===== config.mk =====
export PLATFORM = sky130hd
export DESIGN_NAME = dtso_trace
export DESIGN_NICKNAME = d
export VERILOG_FILES = /design/src/pkg/dtso_pkg.sv /design/src/pkg/dtso_item_if.sv /design/src/core/dtso_bus_arb.sv /design/src/core/dtso_serial.sv /design/src/core/dtso_trace.sv
export SDC_FILE = /design/constraint.sdc
export NUM_CORES = 1
export LEC_CHECK = 0
export ABC_AREA = 1
export BUFFER_PORTS_ARGS = -buffer_cell sky130_fd_sc_hd__buf_4
export CAP_MARGIN = 20
export CORE_MARGIN = 2
export CORE_UTILIZATION = 40
export CTS_CLUSTER_DIAMETER = 120
export DETAILED_ROUTE_END_ITERATION = 7
export GPL_TIMING_DRIVEN = 0
export PLACE_DENSITY = 0.67
export REMOVE_ABC_BUFFERS = 1
export SYNTH_ARGS = -nofsm -noshare
export SYNTH_HDL_FRONTEND = slang
export SYNTH_SLANG_ARGS = --single-unit

===== constraint.sdc =====
create_clock -name I_CLK -period 1.6 [get_ports I_CLK]
set_input_delay 0 -clock I_CLK [delete_from_list [all_inputs] [get_ports I_CLK]]
set_output_delay 0 -clock I_CLK [all_outputs]
set_load 0.03 [all_outputs]

===== src/pkg/dtso_pkg.sv =====
/*
  trace status output package: status codes, markers, config bits, register map, event kinds.
  assumes a 4-bit trace port and a 32-bit debug register port.
*/
package dtso_pkg;
  // trace status codes
  localparam logic [3:0] ST_IDLE     = 4'h0;
  localparam logic [3:0] ST_DONE     = 4'h1;
  localparam logic [3:0] ST_PULSE    = 4'h4;
  localparam logic [3:0] ST_TAKEN    = 4'h5;
  localparam logic [3:0] ST_EMU_EXIT = 4'h7;
  localparam logic [3:0] MK_1B       = 4'h8;
  localparam logic [3:0] MK_2B       = 4'h9;
  localparam logic [3:0] MK_3B       = 4'hA;
  localparam logic [3:0] MK_4B       = 4'hB;
  localparam logic [3:0] ST_EXC      = 4'hC;
  localparam logic [3:0] ST_EMU_IN   = 4'hD;
  // register port
  localparam logic [3:0]  REG_CFG      = 4'h0;
  localparam logic [3:0]  REG_STAT     = 4'h4;
  localparam logic [3:0]  REG_MADDR    = 4'h8;
  localparam logic [3:0]  REG_MDATA    = 4'hC;
  localparam logic [31:0] CFG_RESET    = 32'h0000_0000;
  // config field positions
  localparam int CFG_RD_POS  = 0;
  localparam int CFG_WR_POS  = 1;
  localparam int CFG_BTB_POS = 2;
  // memory command field positions in data word of MADDR write
  localparam int MCMD_WR_POS = 0;
  // operand size codes
  typedef enum logic [1:0] {DTSO_SZ_B, DTSO_SZ_W, DTSO_SZ_3, DTSO_SZ_L} dtso_size_type;
  // retire event kinds from the core
  typedef enum logic [3:0] {
    DTSO_EV_NONE, DTSO_EV_PLAIN, DTSO_EV_BCC, DTSO_EV_BRA, DTSO_EV_BSR, DTSO_EV_JMP,
    DTSO_EV_JSR, DTSO_EV_RTS, DTSO_EV_PULSE, DTSO_EV_WDDATA, DTSO_EV_EXC, DTSO_EV_RESET,
    DTSO_EV_EMU_IN, DTSO_EV_EMU_OUT
  } dtso_event_type;
  localparam int NIB_MAX = 8;
  localparam int ITEM_MAX = 4;
endpackage

===== src/pkg/dtso_item_if.sv =====
/*
  carries one queued trace item (marker plus bytes) between the sequencer and the serialiser.
  assumes both ends on I_CLK.
*/
`timescale 1ns/100ps
interface dtso_item_if;
  logic        valid;
  logic [3:0]  marker;
  logic [31:0] data;
  logic [3:0]  nibs;
  logic        busy;
  modport src (output valid, output marker, output data, output nibs, input busy);
  modport dst (input valid, input marker, input data, input nibs, output busy);
endinterface


===== src/core/dtso_bus_arb.sv =====
/*
  local bus arbiter for debug memory commands: stalls fetch, waits for idle, grants, reclaims.
  assumes the core reports bus idle and finishes a debug cycle with done.
*/
`timescale 1ns/100ps
module dtso_bus_arb (
  // clock and reset
  input  wire logic i_clk,
  input  wire logic i_rstn,
  // request side
  input  wire logic i_req,
  input  wire logic i_bus_idle,
  input  wire logic i_done,
  // outputs
  output logic      o_stall,
  output logic      o_grant
);
  import dtso_pkg::*;
  typedef enum logic [1:0] {DTSO_A_IDLE, DTSO_A_WAIT, DTSO_A_OWN} dtso_arb_type;
  typedef struct packed {
    dtso_arb_type st;
  } dtso_arbs_type;
  dtso_arbs_type s, next_s;
  always_comb begin
    next_s = s;
    unique case (s.st)
      DTSO_A_IDLE: if (i_req) next_s.st = DTSO_A_WAIT;
      DTSO_A_WAIT: if (i_bus_idle) next_s.st = DTSO_A_OWN;
      DTSO_A_OWN:  if (i_done) next_s.st = DTSO_A_IDLE;
      default:     next_s.st = DTSO_A_IDLE;
    endcase
  end
  always_ff @(posedge i_clk or negedge i_rstn) begin
    if (!i_rstn) begin
      s <= '{st: DTSO_A_IDLE};
    end else begin
      s <= next_s;
    end
  end
  assign o_stall = s.st != DTSO_A_IDLE;
  assign o_grant = s.st == DTSO_A_OWN;
  chk_grant_stalls: assert property (@(posedge i_clk) disable iff (!i_rstn)
    o_grant |-> o_stall) else $error("grant without fetch stall");
  chk_wait_idle: assert property (@(posedge i_clk) disable iff (!i_rstn)
    ($rose(o_grant)) |-> $past(i_bus_idle)) else $error("grant before bus idle");
endmodule


===== src/core/dtso_serial.sv =====
/*
  serialiser: sends a marker then the captured bytes as nibbles, least significant first.
  assumes the source holds valid only while busy is low.
*/
`timescale 1ns/100ps
module dtso_serial (
  // clock and reset
  input  wire logic   i_clk,
  input  wire logic   i_rstn,
  // item in
  dtso_item_if.dst    item,
  // nibble out
  output logic        o_act,
  output logic [3:0]  o_nib
);
  import dtso_pkg::*;
  typedef struct packed {
    logic        act;
    logic [3:0]  nib;
    logic [31:0] sh;
    logic [3:0]  left;
  } dtso_ser_type;
  dtso_ser_type s, next_s;
  assign item.busy = s.left != 4'h0;
  assign o_act = s.act;
  assign o_nib = s.nib;
  always_comb begin
    next_s = s;
    next_s.act = 1'b0;
    if (s.left != 4'h0) begin
      next_s.act = 1'b1;
      next_s.nib = s.sh[3:0];
      next_s.sh = {4'h0, s.sh[31:4]};
      next_s.left = s.left - 4'h1;
    end else if (item.valid) begin
      next_s.act = 1'b1;
      next_s.nib = item.marker;
      next_s.sh = item.data;
      next_s.left = item.nibs;
    end
  end
  always_ff @(posedge i_clk or negedge i_rstn) begin
    if (!i_rstn) begin
      s <= '0;
    end else begin
      s <= next_s;
    end
  end
  chk_nib_count: assert property (@(posedge i_clk) disable iff (!i_rstn)
    (item.valid && !item.busy && item.nibs == 4'h2) |=> o_act [*3]) else $error("byte not sent in two nibbles");
endmodule


===== src/core/dtso_trace.sv =====
/*
  trace status and debug data output sequencer with debug register port and bus arbitration.
  assumes the core pushes one retire event per cycle only while o_CORE_READY is high, and
  reports each memory operand with its kind (source or destination) and size.
*/
`timescale 1ns/100ps
module dtso_trace (
  // clock and reset
  input  wire logic                    I_CLK,
  input  wire logic                    I_RSTN,
  // core retire events
  input  wire logic                    I_EV_VALID,
  input  wire dtso_pkg::dtso_event_type I_EV_KIND,
  input  wire logic                    I_EV_TAKEN,
  // core operand capture
  input  wire logic                    I_OP_VALID,
  input  wire logic                    I_OP_IS_WR,
  input  wire logic                    I_OP_IS_MEM,
  input  wire logic                    I_OP_BURST,
  input  wire dtso_pkg::dtso_size_type I_OP_SIZE,
  input  wire logic [31:0]             I_OP_DATA,
  input  wire logic                    I_OP_RESET_FETCH,
  // core target address
  input  wire logic                    I_TGT_VALID,
  input  wire dtso_pkg::dtso_size_type I_TGT_SIZE,
  input  wire logic [31:0]             I_TGT_ADDR,
  // debug register port
  input  wire logic [3:0]              I_ADDR,
  input  wire logic [31:0]             I_WDATA,
  input  wire logic                    I_WR,
  input  wire logic                    I_RD,
  input  wire logic                    I_CPU_REG_CMD,
  output logic [31:0]                  O_RDATA,
  // local bus arbitration
  input  wire logic                    I_BUS_IDLE,
  input  wire logic                    I_BUS_DONE,
  input  wire logic [31:0]             I_BUS_RDATA,
  output logic                         O_FETCH_STALL,
  output logic                         O_BUS_GRANT,
  output logic                         O_BUS_WR,
  output logic [31:0]                  O_BUS_ADDR,
  output logic [31:0]                  O_BUS_WDATA,
  // trace
  output logic [3:0]                   O_TRACE,
  output logic                         O_CORE_READY
);
  import dtso_pkg::*;
  typedef struct packed {
    logic [31:0]  cfg;
    logic         exc;
    logic         exc_done;
    logic [3:0]   pend;
    logic         pend_v;
    logic         tail_taken;
    logic [31:0]  rdata;
    logic         rej;
    logic         mreq;
    logic         mwr;
    logic [31:0]  maddr;
    logic [31:0]  mdata;
    logic [3:0]   trace;
  } dtso_state_type;
  dtso_state_type s, next_s;
  dtso_item_if item ();
  logic       ser_act;
  logic [3:0] ser_nib;
  logic       arb_stall;
  logic       arb_grant;
  logic       op_show;
  logic       tgt_show;
  logic       ev_ok;

  function automatic logic [3:0] op_marker(input dtso_size_type sz);
    unique case (sz)
      DTSO_SZ_B: op_marker = MK_1B;
      DTSO_SZ_W: op_marker = MK_2B;
      DTSO_SZ_3: op_marker = MK_3B;
      DTSO_SZ_L: op_marker = MK_4B;
    endcase
  endfunction
  function automatic logic [3:0] nib_count(input dtso_size_type sz);
    // four bits wide so that a long's eight nibbles fit
    nib_count = 4'({sz, 1'b0}) + 4'h2;
  endfunction

  dtso_serial u_serial (
    .i_clk  (I_CLK),
    .i_rstn (I_RSTN),
    .item   (item.dst),
    .o_act  (ser_act),
    .o_nib  (ser_nib)
  );
  dtso_bus_arb u_arb (
    .i_clk      (I_CLK),
    .i_rstn     (I_RSTN),
    .i_req      (s.mreq),
    .i_bus_idle (I_BUS_IDLE),
    .i_done     (I_BUS_DONE),
    .o_stall    (arb_stall),
    .o_grant    (arb_grant)
  );

  // operand capture: memory only, never bursts or reset vector fetches, per read/write enable
  assign op_show = I_OP_VALID && I_OP_IS_MEM && !I_OP_BURST && !I_OP_RESET_FETCH &&
                   (I_OP_IS_WR ? s.cfg[CFG_WR_POS] : s.cfg[CFG_RD_POS]);
  assign tgt_show = I_TGT_VALID && s.cfg[CFG_BTB_POS];
  // an item and a status code may not share a cycle: the port is one nibble wide
  assign ev_ok = !item.busy && !s.pend_v;
  assign item.valid  = !item.busy && (op_show || tgt_show);
  // operand wins when both arrive; the core offers them in separate cycles
  assign item.marker = op_show ? op_marker(I_OP_SIZE) : op_marker(I_TGT_SIZE);
  assign item.data   = op_show ? I_OP_DATA : I_TGT_ADDR;
  assign item.nibs   = op_show ? nib_count(I_OP_SIZE) : nib_count(I_TGT_SIZE);

  always_comb begin
    next_s = s;
    next_s.rdata = s.rdata;
    next_s.rej = 1'b0;
    next_s.pend_v = s.pend_v;
    // status code path: a code queued while the serialiser runs waits in pend
    // taken only while ready, so a code never lands under a running serialiser
    if (I_EV_VALID && ev_ok) begin
      next_s.pend_v = 1'b1;
      unique case (I_EV_KIND)
        DTSO_EV_NONE:    next_s.pend_v = 1'b0;
        DTSO_EV_PLAIN:   next_s.pend = ST_DONE;
        DTSO_EV_BCC:     next_s.pend = I_EV_TAKEN ? ST_TAKEN : ST_DONE;
        DTSO_EV_BRA:     next_s.pend = ST_TAKEN;
        DTSO_EV_BSR:     next_s.pend = ST_TAKEN;
        DTSO_EV_JMP:     next_s.pend = ST_TAKEN;
        DTSO_EV_JSR:     next_s.pend = ST_TAKEN;
        DTSO_EV_RTS: begin
          next_s.pend = ST_DONE;
          next_s.tail_taken = 1'b1;
        end
        DTSO_EV_PULSE:   next_s.pend = ST_PULSE;
        DTSO_EV_WDDATA:  next_s.pend = ST_PULSE;
        DTSO_EV_EXC, DTSO_EV_RESET: begin
          next_s.pend = ST_EXC;
          next_s.exc = 1'b1;
        end
        DTSO_EV_EMU_IN:  next_s.pend = ST_EMU_IN;
        DTSO_EV_EMU_OUT: next_s.pend = ST_EMU_EXIT;
        default:         next_s.pend_v = 1'b0;
      endcase
    end else if (!item.busy && !ser_act && !item.valid && s.pend_v) begin
      next_s.pend_v = s.tail_taken;
      next_s.pend = ST_TAKEN;
      next_s.tail_taken = 1'b0;
    end
    // exception state ends with the handler's taken-branch code
    if (s.exc && s.pend_v && s.pend == ST_TAKEN && !item.busy && !ser_act && !item.valid) begin
      next_s.exc = 1'b0;
    end
    if (s.pend_v && s.pend == ST_EXC && !item.busy && !ser_act && !item.valid && !s.tail_taken) begin
      next_s.pend_v = 1'b0;
    end
    // output mux: serialiser first, then a pending code, else 0xC in exceptions
    if (ser_act) begin
      next_s.trace = ser_nib;
    end else if (s.pend_v && !item.valid) begin
      next_s.trace = s.pend;
    end else begin
      next_s.trace = s.exc ? ST_EXC : ST_IDLE;
    end
    // bus answer first, so a command written in the same cycle wins
    if (arb_grant && I_BUS_DONE) begin
      next_s.mreq = 1'b0;
      if (!s.mwr) begin
        next_s.mdata = I_BUS_RDATA;
      end
    end
    // register port; core register commands are always refused
    if (I_WR) begin
      unique case (I_ADDR)
        REG_CFG:   next_s.cfg = I_WDATA;
        REG_MADDR: begin
          next_s.maddr = I_WDATA;
          next_s.mwr = I_WDATA[MCMD_WR_POS];
          next_s.mreq = 1'b1;
        end
        REG_MDATA: next_s.mdata = I_WDATA;
        default: ;
      endcase
    end
    if (I_CPU_REG_CMD) begin
      next_s.rej = 1'b1;
    end
    next_s.rdata = 32'h0000_0000;
    if (I_RD) begin
      unique case (I_ADDR)
        REG_CFG:   next_s.rdata = s.cfg;
        REG_STAT:  next_s.rdata = {28'h0000000, s.rej, s.exc, arb_grant, s.mreq};
        REG_MADDR: next_s.rdata = s.maddr;
        REG_MDATA: next_s.rdata = s.mdata;
        default:   next_s.rdata = 32'h0000_0000;
      endcase
    end
  end

  always_ff @(posedge I_CLK or negedge I_RSTN) begin
    if (!I_RSTN) begin
      s <= '0;
      s.cfg <= CFG_RESET;
    end else begin
      s <= next_s;
    end
  end

  assign O_TRACE       = s.trace;
  assign O_RDATA       = s.rdata;
  assign O_FETCH_STALL = arb_stall;
  assign O_BUS_GRANT   = arb_grant;
  assign O_BUS_WR      = s.mwr;
  assign O_BUS_ADDR    = s.maddr;
  assign O_BUS_WDATA   = s.mdata;
  assign O_CORE_READY  = ev_ok;

  chk_plain_done: assert property (@(posedge I_CLK) disable iff (!I_RSTN)
    (I_EV_VALID && ev_ok && I_EV_KIND == DTSO_EV_PLAIN && !op_show && !tgt_show && !ser_act)
    |=> ##1 O_TRACE == ST_DONE) else $error("completion code missing");
  chk_bcc_taken: assert property (@(posedge I_CLK) disable iff (!I_RSTN)
    (I_EV_VALID && ev_ok && I_EV_KIND == DTSO_EV_BCC && I_EV_TAKEN && !op_show && !tgt_show && !ser_act)
    |=> ##1 O_TRACE == ST_TAKEN) else $error("taken branch code missing");
  chk_rts_tail: assert property (@(posedge I_CLK) disable iff (!I_RSTN)
    (I_EV_VALID && ev_ok && I_EV_KIND == DTSO_EV_RTS && !op_show && !tgt_show && !ser_act)
    |=> (!item.valid ##1 !item.valid) |=> O_TRACE == ST_TAKEN) else $error("return taken code missing");
  chk_pulse_code: assert property (@(posedge I_CLK) disable iff (!I_RSTN)
    (I_EV_VALID && ev_ok && (I_EV_KIND == DTSO_EV_PULSE || I_EV_KIND == DTSO_EV_WDDATA) && !op_show && !tgt_show)
    |=> ##1 O_TRACE == ST_PULSE) else $error("pulse code missing");
  chk_emu_entry: assert property (@(posedge I_CLK) disable iff (!I_RSTN)
    (I_EV_VALID && ev_ok && I_EV_KIND == DTSO_EV_EMU_IN && !op_show && !tgt_show)
    |=> ##1 O_TRACE == ST_EMU_IN) else $error("emulator entry code missing");
  chk_marker_size: assert property (@(posedge I_CLK) disable iff (!I_RSTN)
    (item.valid && op_show && I_OP_SIZE == DTSO_SZ_W) |=> ##1 O_TRACE == MK_2B) else $error("wrong word marker");
  chk_no_reg_op: assert property (@(posedge I_CLK) disable iff (!I_RSTN)
    (I_OP_VALID && !I_OP_IS_MEM && !tgt_show) |-> !item.valid) else $error("register operand captured");
  chk_no_burst: assert property (@(posedge I_CLK) disable iff (!I_RSTN)
    (I_OP_BURST && !tgt_show) |-> !item.valid) else $error("burst operand captured");
  chk_reset_fetch: assert property (@(posedge I_CLK) disable iff (!I_RSTN)
    (I_OP_RESET_FETCH && !tgt_show) |-> !item.valid) else $error("reset vector fetch captured");
  chk_btb_gate: assert property (@(posedge I_CLK) disable iff (!I_RSTN)
    (I_TGT_VALID && !s.cfg[CFG_BTB_POS] && !op_show) |-> !item.valid) else $error("target shown while disabled");
  chk_exc_hold: assert property (@(posedge I_CLK) disable iff (!I_RSTN)
    (s.exc && !ser_act && !s.pend_v && !item.valid && !(I_EV_VALID && ev_ok))
    |=> ##1 O_TRACE == ST_EXC) else $error("exception code dropped");
  chk_exc_entry: assert property (@(posedge I_CLK) disable iff (!I_RSTN)
    (I_EV_VALID && ev_ok && I_EV_KIND == DTSO_EV_EXC) |=> s.exc) else $error("exception state not entered");
  chk_exc_exit: assert property (@(posedge I_CLK) disable iff (!I_RSTN)
    (s.exc && s.pend_v && s.pend == ST_TAKEN && !ser_act && !item.valid)
    |=> (!s.exc && O_TRACE == ST_TAKEN)) else $error("handler code did not end exception");
  chk_mem_req: assert property (@(posedge I_CLK) disable iff (!I_RSTN)
    (I_WR && I_ADDR == REG_MADDR) |=> s.mreq) else $error("memory command not requested");
  chk_reg_reject: assert property (@(posedge I_CLK) disable iff (!I_RSTN)
    I_CPU_REG_CMD |=> s.rej) else $error("core register command not refused");
  cov_taken: cover property (@(posedge I_CLK) O_TRACE == ST_TAKEN);
  cov_exc: cover property (@(posedge I_CLK) O_TRACE == ST_EXC);
  cov_marker: cover property (@(posedge I_CLK) O_TRACE == MK_4B);
  cov_grant: cover property (@(posedge I_CLK) $rose(O_BUS_GRANT));
endmodule


# After elaboration in Yosys (flattened, before gate mapping)

Index checks and enable logic that the tools add are counted.

Bits in registers: 185
Logic and storage cells: 138

$add $sub $neg: 3
Equality and inequality tests: 31
Mux-type cells: 34
Reduce and logical (&&, ||, !) cells: 53

Operators by type and width:

| operator              | number |
|---|---|
| $mux W32              | 5 |
| $pmux W32 S4          | 1 |
| $mux W41              | 2 |
| $mux W66              | 1 |
| $eq A4 B4 Y1 const B  | 9 |
| $mux W34              | 1 |
| $pmux W4 S4           | 2 |
| $pmux W4 S7           | 1 |
| $eq A4 B3 Y1 const B  | 6 |
| $logic_and A1 B1 Y1   | 23 |
| $mux W4               | 5 |
| $reduce_or A13 Y1     | 1 |
| $mux W6               | 2 |
| $eq A2 B2 Y1 const B  | 5 |
| $reduce_and A2 Y1     | 5 |
| $reduce_bool A2 Y1    | 5 |
| $mux W1               | 9 |
| $add A3 B2 Y4 const B | 2 |
| $eq A4 B2 Y1 const B  | 2 |
| $ne A8 B4 Y1 const B  | 1 |
| $logic_not A1 Y1      | 7 |
| $eq A2 B1 Y1 const B  | 3 |
| $logic_not A2 Y1      | 3 |
| $mux W2               | 3 |
| other kinds (13)      | 17 |

# Depth between registers and ports, before layout

Gate-level depths: netlist of run 1.

Depth in word-level cells: 12
Gate-level depth with buffers: 11
Mapped depth without buffers: 11

# Cells and area by module

A second synthesis of run 1 with hierarchy kept.

Cells, all modules: 1259
Area total of the unflattened synthesis: 9796.9 sq um

By module, submodules not included:

| module       | instances | cells an instance | area an instance (sq um) | seq. area each (sq um) |
|---|---|---|---|---|
| dtso_trace   | 1         | 915               | 7473.4                   | 3528.4 |
| dtso_serial  | 1         | 329               | 2217.1                   | 1026.0 |
| dtso_bus_arb | 1         | 15                | 106.4                    | 50.0 |

# Worst setup path before layout of run 1

No wires, ideal clock.

Kind: register to register
Start point: reg u_serial.s[0] (netlist bit)
End point: reg s[107] (netlist bit)
Library setup time: 0.125 ns
Data arrival time: 1.791 ns
Slack: -0.316 ns
Stages on the path, launching flop included: 10
Period minus slack after synthesis: 1.916 ns
Cell sequence: dfrtp_1 inv_1 ha_1 nand3_2 nor2_1 nand2_1 inv_1 nand2_1 nand2_1 a21oi_1

RTL lines:

| what                                                         | RTL line          | source |
|---|---|---|
| start: declaration                                           | dtso_serial.sv:23 | `dtso_ser_type s, next_s;` |
| start signal: assignment                                     | dtso_serial.sv:46 | `s <= next_s;` |
| $reduce_bool A4 Y1 (*)                                       | dtso_serial.sv:24 | `assign item.busy = s.left != 4'h0;` |
| $logic_not A1 Y1 (*)                                         | dtso_trace.sv:108 | `assign ev_ok = !item.busy && !s.pend_v;` |
| $logic_and A1 B1 Y1 (*)                                      | dtso_trace.sv:108 |  |
| named net O_CORE_READY                                       | dtso_trace.sv:45  | `output logic O_CORE_READY` |
| $logic_and A1 B1 Y1 (*)                                      | dtso_trace.sv:122 | `if (I_EV_VALID && ev_ok) begin` |
| $ne A8 B4 Y1 (no line) or $reduce_bool A2 Y1 (tied branches) | --                |  |
| $reduce_and A2 Y1 (no line)                                  | --                |  |
| end signal: assignment                                       | dtso_trace.sv:206 | `s <= next_s;` |
| end: declaration                                             | dtso_trace.sv:63  | `dtso_state_type s, next_s;` |

The timed path passes the listed nets; every way through them passes the cells marked *.
A chain may end at the register's enable or synchronous reset.

# Final worst setup path of run 1

Start point: reg s[111] (netlist bit)
End point: reg u_serial.s[11] (netlist bit)

Longest elaborated chain between the ends: 5

RTL lines:

| what                                            | RTL line                             | source |
|---|---|---|
| $mux W1 (*)                                     | dtso_trace.sv:105                    | `(I_OP_IS_WR ? s.cfg[CFG_WR_POS] : s.cfg[CFG_RD_POS]);` |
| $logic_and A1 B1 Y1 (*)                         | dtso_trace.sv:104                    | `assign op_show = I_OP_VALID && I_OP_IS_MEM && !I_OP_BURST && !I_OP_RESET_FETCH &&` |
| $mux W32 or $logic_or A1 B1 Y1 (tied branches)  | dtso_trace.sv:112, dtso_trace.sv:109 |  |
| $mux W41 or $logic_and A1 B1 Y1 (tied branches) | dtso_serial.sv:35, dtso_trace.sv:109 |  |
| $mux W41 or $reduce_bool A2 Y1 (tied branches)  | --                                   |  |

Mark *: on every way between the ends. The rest lies on a longest branch, timed or not. The select of a mux whose other input is x is not followed.

==> summary.txt, run 1 <==
Synthesis
  – Seq/Total Area, Yosys: 0.472
  – Cell area after synthesis: 9760 µm²
  – Most used flip-flop cell after synthesis: dfrtp_1
  – Yosys warns: 0
  – #FFs+latches synth: 184
  – Post-synth EDFFs: 0
  – Largest cells by area after synthesis: dfrtp_1, nand2_1, buf_4
  – Asr flop ratio synth: 1.00
  – Average cell area after synthesis: 8.43 µm²
  – Yosys cell types: 38
  – Leading area contributor after synthesis: dfrtp_1
  – Mapped Cells: 1158
  – Post-synth top area share: 0.472

Setup path
  – Reg2reg start: s[111]$_DFFE_PN0P_
  – Delay-heaviest family, CP: simple AND/OR/NAND/NOR gates
  – Max incr delay on CP: 0.38 ns
  – CP max FO: 10
  – Critical path class: flop to flop
  – CP max stage cell: dfrtp_1
  – CP Buf/Inv Count: 2
  – Worst-path cell chain: nand2_1 -> nand2_2 -> nand2_8 -> buf_16 -> buf_12 -> nand3_2 -> o221ai_1
  – Startpoint Class: flop
  – Critical path origin: s[111]$_DFFE_PN0P_
  – Worst EP arrival: 1.88 ns
  – Crit end category: flop
  – Req. time, crit path: 1.94 ns

Routing
  – Drt first-iter violations: 511
  – Via count: 8690
  – Wirelength, routed: 28700 µm
  – # DRC: 0
  – Avg WL per Cell: 16.0 µm
  – Final ANT Viol Nets: 0
  – Routed vias/inst: 4.83
  – DRT Pass-1 Iters: 5

Timing
  – Final setup vio count: 0
  – Fmax: 0.650 GHz
  – Pins Over Slew Limit: 0
  – Worst-margin pin slew: 0.695 ns
  – Max-slew headroom at the worst pin: 0.536
  – Worst Clk Skew: 0.0121 ns
  – Aggregate negative setup slack: 0 ns
  – Post-route setup slack: 0.0611 ns
  – Final Critical Period: 1.54 ns
  – Final Hold Viols: 0
  – Tcrit/Tclk final: 0.962
  – Unrepaired setup endpoints after global routing: yes

Pwr
  – Switch Pwr: 0.00701 W
  – Max IR drop VDD: 925 µV
  – Pleak: 7.00 nW
  – Register share of total power: 0.369
  – Sw frac: 0.391
  – Clk pwr share: 0.234
  – Power Density: 1310 nW/µm²
  – Comb pwr share: 0.396
  – Int Power: 0.0109 W

Clock network
  – Clock latency on the worst-skew pair: 0.42 ns
  – Clk root buf: clkbuf_16
  – CTS max path bufs: 2
  – CTS sink count: 184
  – TritonCTS clock tree: done
  – CTS H-tree depth: 4
  – Worst-path clk slew: 0.07 ns
  – Num CTS Buffers: 17

Run status
  – Status: complete, no violations

Floorplanning
  – Die Y: 160 µm
  – Initial core utilization: 0.404
  – Full die area: 25700 µm²
  – Die W: 160 µm
  – Top-Level Pins: 259
  – Rows: 57
  – Area of the core: 24200 µm²

Cells and area
  – Final Util: 0.566
  – Commonest non-fill, non-tap cell in the layout: nand2_1
  – Most frequent cells in the layout: nand2_1, buf_4, dfrtp_1
  – Final instance area: 13700 µm²
  – Layout area overhead: 40.1%
  – Post-Layout Cell Count: 1800
  – Antenna Cells: 0
  – Filler Cells Inserted: 2092
  – Final #Nets: 1621
  – Share of cells above drive strength 1: 0.306

Global route
  – Gr ovfl total: 0
  – Largest net degree at the start of global routing: 100
  – Initial antenna violation count: 0
  – Global-route wire length before repair: 46100 µm
  – Vias in the first global route: 8739
  – All-layer global routing usage: 0.224

Run
  – Max-cap viol count: 0

Worst hold path
  – Worst Hold Launch: I_ADDR[2]
  – Hold Crit Class: primary input to flop

Placed design
  – Place WS: -1.01 ns
  – Gp weighted congestion: 0.800
  – Placed cell area: 11100 µm²
  – PortBufs: 258
  – Post-DP HPWL: 16700 µm
  – Dpl cells: 1591
worst paths after layout:
check / end / slack [ns] / depth (start not counted)
min in group asynchronous: O_TRACE[1]$_DFF_PN0_ / 0.17 / 2
hold / removal: O_RDATA[0]$_DFF_PN0_ / 0.02 / 3
setup reg to reg: u_serial.s[11]$_DFFE_PN0P_ / 0.06 / 7
max in group asynchronous: O_BUS_WDATA[24]$_DFF_PN0_ / 0.49 / 3
hold reg to reg: O_TRACE[0]$_DFF_PN0_ / 0.49 / 2
setup / recovery: u_serial.s[11]$_DFFE_PN0P_ / 0.06 / 7
power groups by stage:
stage          Sequential [W]  Clock (W)  Combinational, W
6_report              0.00662    0.00420           0.00711
3_5_place_dp          0.00669          0           0.00626
2_1_floorplan         0.00782          0           0.00273
5_1_grt               0.00677    0.00451           0.00770
3_3_place_gp          0.00666          0           0.00610
4_1_cts               0.00660    0.00431           0.00699
kinds of logic after synthesis:
kind of cell / synth area share
buffers and inverters: 0.183
and+or+nand+nor: 0.177
DFF: 0.472
adders and majority gates: 0.00384
AOI/OAI and AO/OA: 0.163
xor gates and xnor gates: 0.00179
cell usage after synthesis (8+ instances only):
cell type    n
buf_2       27
buf_4      103
buf_6       12
clkbuf_1     8
dfrtp_1    184
inv_1      150
inv_2       29
nand2_1    369
nand3_1     19
nor2_1      12
o211ai_1    34
o211ai_2    22
o21ai_0     35
o21ai_1     38
o21ai_2     43
o221ai_1    27
tightest hold or removal path, stage by stage:
cell,delay [ns]
buf_4,0.13
nand4_1,0.13
a41oi_1,0.13
registers in the layout, summed over array words and instances, names as in the netlist:
name            count
u_arb.s             2
u_serial.o_nib      4
u_serial.s         36
s                  41
O_RDATA            32
O_BUS_ADDR         32
O_BUS_WDATA        32
u_serial.o_act      1
O_TRACE             4
metal layers:
layer / global-route usage / vias to the layer above / wire length, µm
li1: - / 4180 / -
met1: 0.275 / 4168 / 11900
met2: 0.387 / 302 / 14200
met3: 0.0626 / 40 / 2050
met4: 0.0647 / 0 / 554
met5: 0 / - / 0
timing repair:
action / in CTS / in global routing
pin swaps: 5 / 9
endpoints found under the hold margin: 247 / 0
setup endpoints to repair: 139 / 96
buffers inserted: 16 / 6
hold buffers: 148 / 0
cloned: 6 / 1
resized for setup: 29 / 20
layout make-up:
class / instances / area, µm² / area share
Timing Repair Buffer: 436 / 3850 / 0.282
Clock inverter: 15 / 154 / 0.0113
Timing Repair inverter: 2 / 17.5 / 0.00128
Clock buffer: 17 / 425 / 0.0311
Tap cell: 324 / 405 / 0.0296
Inverter: 180 / 711 / 0.0520
Multi-Input combinational cell: 642 / 3510 / 0.256
Sequential cell: 184 / 4610 / 0.337
through the flow:
stage | power [W] | hold WS, ns
6_report | 0.0179 | 0.0197
3_5_place_dp | 0.0129 | 0.0509
3_3_place_gp | 0.0128 | 0.110
5_1_grt | 0.0190 | 0.00966
2_1_floorplan | 0.0105 | -0.296
4_1_cts | 0.0179 | 0.00140
No activity file was read; power rests on OpenSTA's default activity.
==> run 2: changes to the inputs <==
Settings changed: PLACE_DENSITY 0.67 to default.
==> summary.txt, run 2 (same netlist as run 1, synthesis figures left out) <==
Run status
  – Status: complete, no violations (unchanged)

Global route
  – Initial antenna violation count: 1 (was 0)
  – GR Util met3: 0.0600 (was 0.0626)
  – Gr ovfl total: 0 (unchanged)
  – M2 GR Usage: 0.386 (was 0.387)
  – Met1 global-route usage: 0.271 (was 0.275)
  – Global-route wire length before repair: 45100 µm (was 46100 µm)
  – Largest net degree at the start of global routing: 117 (was 100)
  – All-layer global routing usage: 0.221 (was 0.224)
  – Vias in the first global route: 8640 (was 8739)
  – GRT Max-Usage Layer: met2 (unchanged)

Cells and area
  – Layout area overhead: 40.4% (was 40.1%)
  – Largest regs: s: 41 flops, u_serial.s: 36 flops (unchanged)
  – Final Util: 0.567 (was 0.566)
  – Commonest non-fill, non-tap cell in the layout: nand2_1 (unchanged)
  – Antenna Cells: 0 (unchanged)
  – Max reg flops: 41 (unchanged)
  – Seq. cell area: 4610 µm² (unchanged)
  – Area of the multi-input gates: 3490 µm² (was 3510 µm²)
  – Most frequent cells in the layout: nand2_1, buf_4, dfrtp_1 (unchanged)
  – Final #Nets: 1622 (was 1621)
  – Top reg by flops: s (unchanged)
  – Share of cells above drive strength 1: 0.306 (about the same)
  – Post-Layout Cell Count: 1801 (was 1800)
  – Filler Cells Inserted: 2111 (was 2092)
  – Final instance area: 13700 µm² (about the same)

Clock network
  – Worst-path clk slew: 0.07 ns (about the same)
  – CTS H-tree depth: 4 (unchanged)
  – CTS max path bufs: 2 (unchanged)
  – TritonCTS clock tree: done (unchanged)
  – CTS sink count: 184 (unchanged)
  – Clock latency on the worst-skew pair: 0.43 ns (was 0.42 ns)
  – Clk root buf: clkbuf_16 (unchanged)
  – Num CTS Buffers: 17 (unchanged)

Routing
  – Drt first-iter violations: 388 (was 511)
  – Via count: 8553 (was 8690)
  – Final ANT Viol Nets: 0 (unchanged)
  – Wirelength, routed: 28700 µm (about the same)
  – # DRC: 0 (unchanged)
  – DRT Pass-1 Iters: 5 (unchanged)
  – Routed vias/inst: 4.75 (was 4.83)
  – Avg WL per Cell: 15.9 µm (was 16.0 µm)

Worst hold path
  – Hold Crit Class: primary input to flop (unchanged)
  – Worst Hold Launch: I_ADDR[2] (unchanged)

Pwr
  – Sw frac: 0.377 (was 0.391)
  – Comb pwr share: 0.383 (was 0.396)
  – Max IR drop VDD: 795 µV (was 925 µV)
  – Register share of total power: 0.364 (was 0.369)
  – Int Power: 0.0113 W (was 0.0109 W)
  – Clk pwr share: 0.254 (was 0.234)
  – Power Density: 1330 nW/µm² (was 1310 nW/µm²)
  – Switch Pwr: 0.00685 W (was 0.00701 W)
  – Pleak: 7.04 nW (was 7.00 nW)

Floorplanning
  – Die W: 160 µm (unchanged)
  – Area of the core: 24200 µm² (unchanged)
  – Top-Level Pins: 259 (unchanged)
  – Initial core utilization: 0.404 (unchanged)
  – Full die area: 25700 µm² (unchanged)
  – Die Y: 160 µm (unchanged)
  – Rows: 57 (unchanged)

Placed design
  – Post-DP HPWL: 16500 µm (was 16700 µm)
  – Dpl cells: 1590 (was 1591)
  – Gp weighted congestion: 0.773 (was 0.800)
  – PortBufs: 258 (unchanged)
  – Placed cell area: 11100 µm² (about the same)

Timing
  – Max-slew headroom at the worst pin: 0.385 (was 0.536)
  – Unrepaired setup endpoints after global routing: yes (unchanged)
  – Worst-margin pin slew: 0.922 ns (was 0.695 ns)
  – Fmax: 0.653 GHz (was 0.650 GHz)
  – Worst Clk Skew: 0.0119 ns (was 0.0121 ns)
  – Tcrit/Tclk final: 0.957 (was 0.962)
  – Final setup vio count: 0 (unchanged)
  – Pins Over Slew Limit: 0 (unchanged)
  – Final Hold Viols: 0 (unchanged)
  – Final Critical Period: 1.53 ns (was 1.54 ns)

Setup path
  – Startpoint Class: flop (unchanged)
  – CP max FO: 16 (was 10)
  – CP Buf/Inv Count: 2 (unchanged)
  – Most used cell, CP: nor2_4
  – Delay-heaviest family, CP: flip-flops (was simple AND/OR/NAND/NOR gates)
  – Reg2reg start: u_arb.s[0]$_DFFE_PN0P_ (was s[111]$_DFFE_PN0P_)
  – Worst-path cell chain: nor2_4 -> nand2_4 -> nor2_4 -> bufbuf_16 -> o211ai_2 -> o21ai_2 -> inv_2 (was nand2_1 -> nand2_2 -> nand2_8 -> buf_16 -> buf_12 -> nand3_2 -> o221ai_1)
  – Max incr delay on CP: 0.45 ns (was 0.38 ns)
  – Crit end category: flop (unchanged)
  – Worst EP arrival: 1.85 ns (was 1.88 ns)
  – Critical path origin: u_arb.s[0]$_DFFE_PN0P_ (was s[111]$_DFFE_PN0P_)
  – Req. time, crit path: 1.92 ns (was 1.94 ns)
  – CP max stage cell: dfrtp_2 (was dfrtp_1)
  – Critical path class: flop to flop (unchanged)

Run
  – Max-cap viol count: 0 (unchanged)
-- run 2: through the flow --
step,setup WS (ns),setup TNS [ns],hold slack [ns],power (W)
global placement,-2.03,-327.34,0.111,0.0128
CTS,0.00902,0,0.000714,0.0182
floorplan,-0.613,-56.02,-0.296,0.0105
detailed placement,-1.06,-101.84,0.117,0.0129
global route,-0.0289,-0.0546,0.0138,0.0193
finish,0.0683,0,0.0154,0.0182
-- run 2: final cells by class --
type	instances	area share
Timing Repair inverter	3	0.00173
Multi-Input combinational cell	642	0.254
Clock inverter	14	0.0151
Inverter	180	0.0518
Clock buffer	18	0.0320
Timing Repair Buffer	436	0.279
Tap cell	324	0.0296
Sequential cell	184	0.336
-- run 2: repair_timing --
| action | CTS | global route |
|---|---|---|
| pin swaps | 7 | 6 |
| hold buffers | 146 | 0 |
| cloned | 5 | 3 |
| resized for setup | 26 | 17 |
| setup buffers | 14 | 11 |
| hold endpoints to repair | 260 | 0 |
| endpoints found under the setup margin | 148 | 47 |
-- run 2: layer usage --
metal / vias to the layer above / part of all wire
met4: 2 / 0.014
li1: 4188 / -
met2: 245 / 0.50
met1: 4087 / 0.42
met5: - / 0.00045
met3: 31 / 0.067
-- run 2: path summary, 6_finish.rpt --
kind	depth (start not counted)	end	slack, ns
min in group asynchronous	2	O_TRACE[3]$_DFF_PN0_	0.27
hold reg to reg	1	u_arb.s[0]$_DFFE_PN0P_	0.47
setup / recovery	7	O_BUS_WDATA[11]$_DFF_PN0_	0.07
setup reg to reg	7	O_BUS_WDATA[11]$_DFF_PN0_	0.07
hold / removal	3	O_RDATA[2]$_DFF_PN0_	0.02
max in group asynchronous	3	s[118]$_DFFE_PN0P_	0.46
-- run 2: power by group through the flow --
stage          sequential (W)  clock [W]  combinational, W
2_1_floorplan         0.00782          0           0.00273
3_3_place_gp          0.00666          0           0.00612
3_5_place_dp          0.00668          0           0.00624
4_1_cts               0.00660    0.00471           0.00688
5_1_grt               0.00676    0.00491           0.00760
6_report              0.00662    0.00461           0.00696
-- run 2: tightest hold or removal path, delay by kind of cell --
family | cells | cell delay, ns
compound gates | 1 | 0.12
buf+inv | 1 | 0.14
simple gates | 1 | 0.12
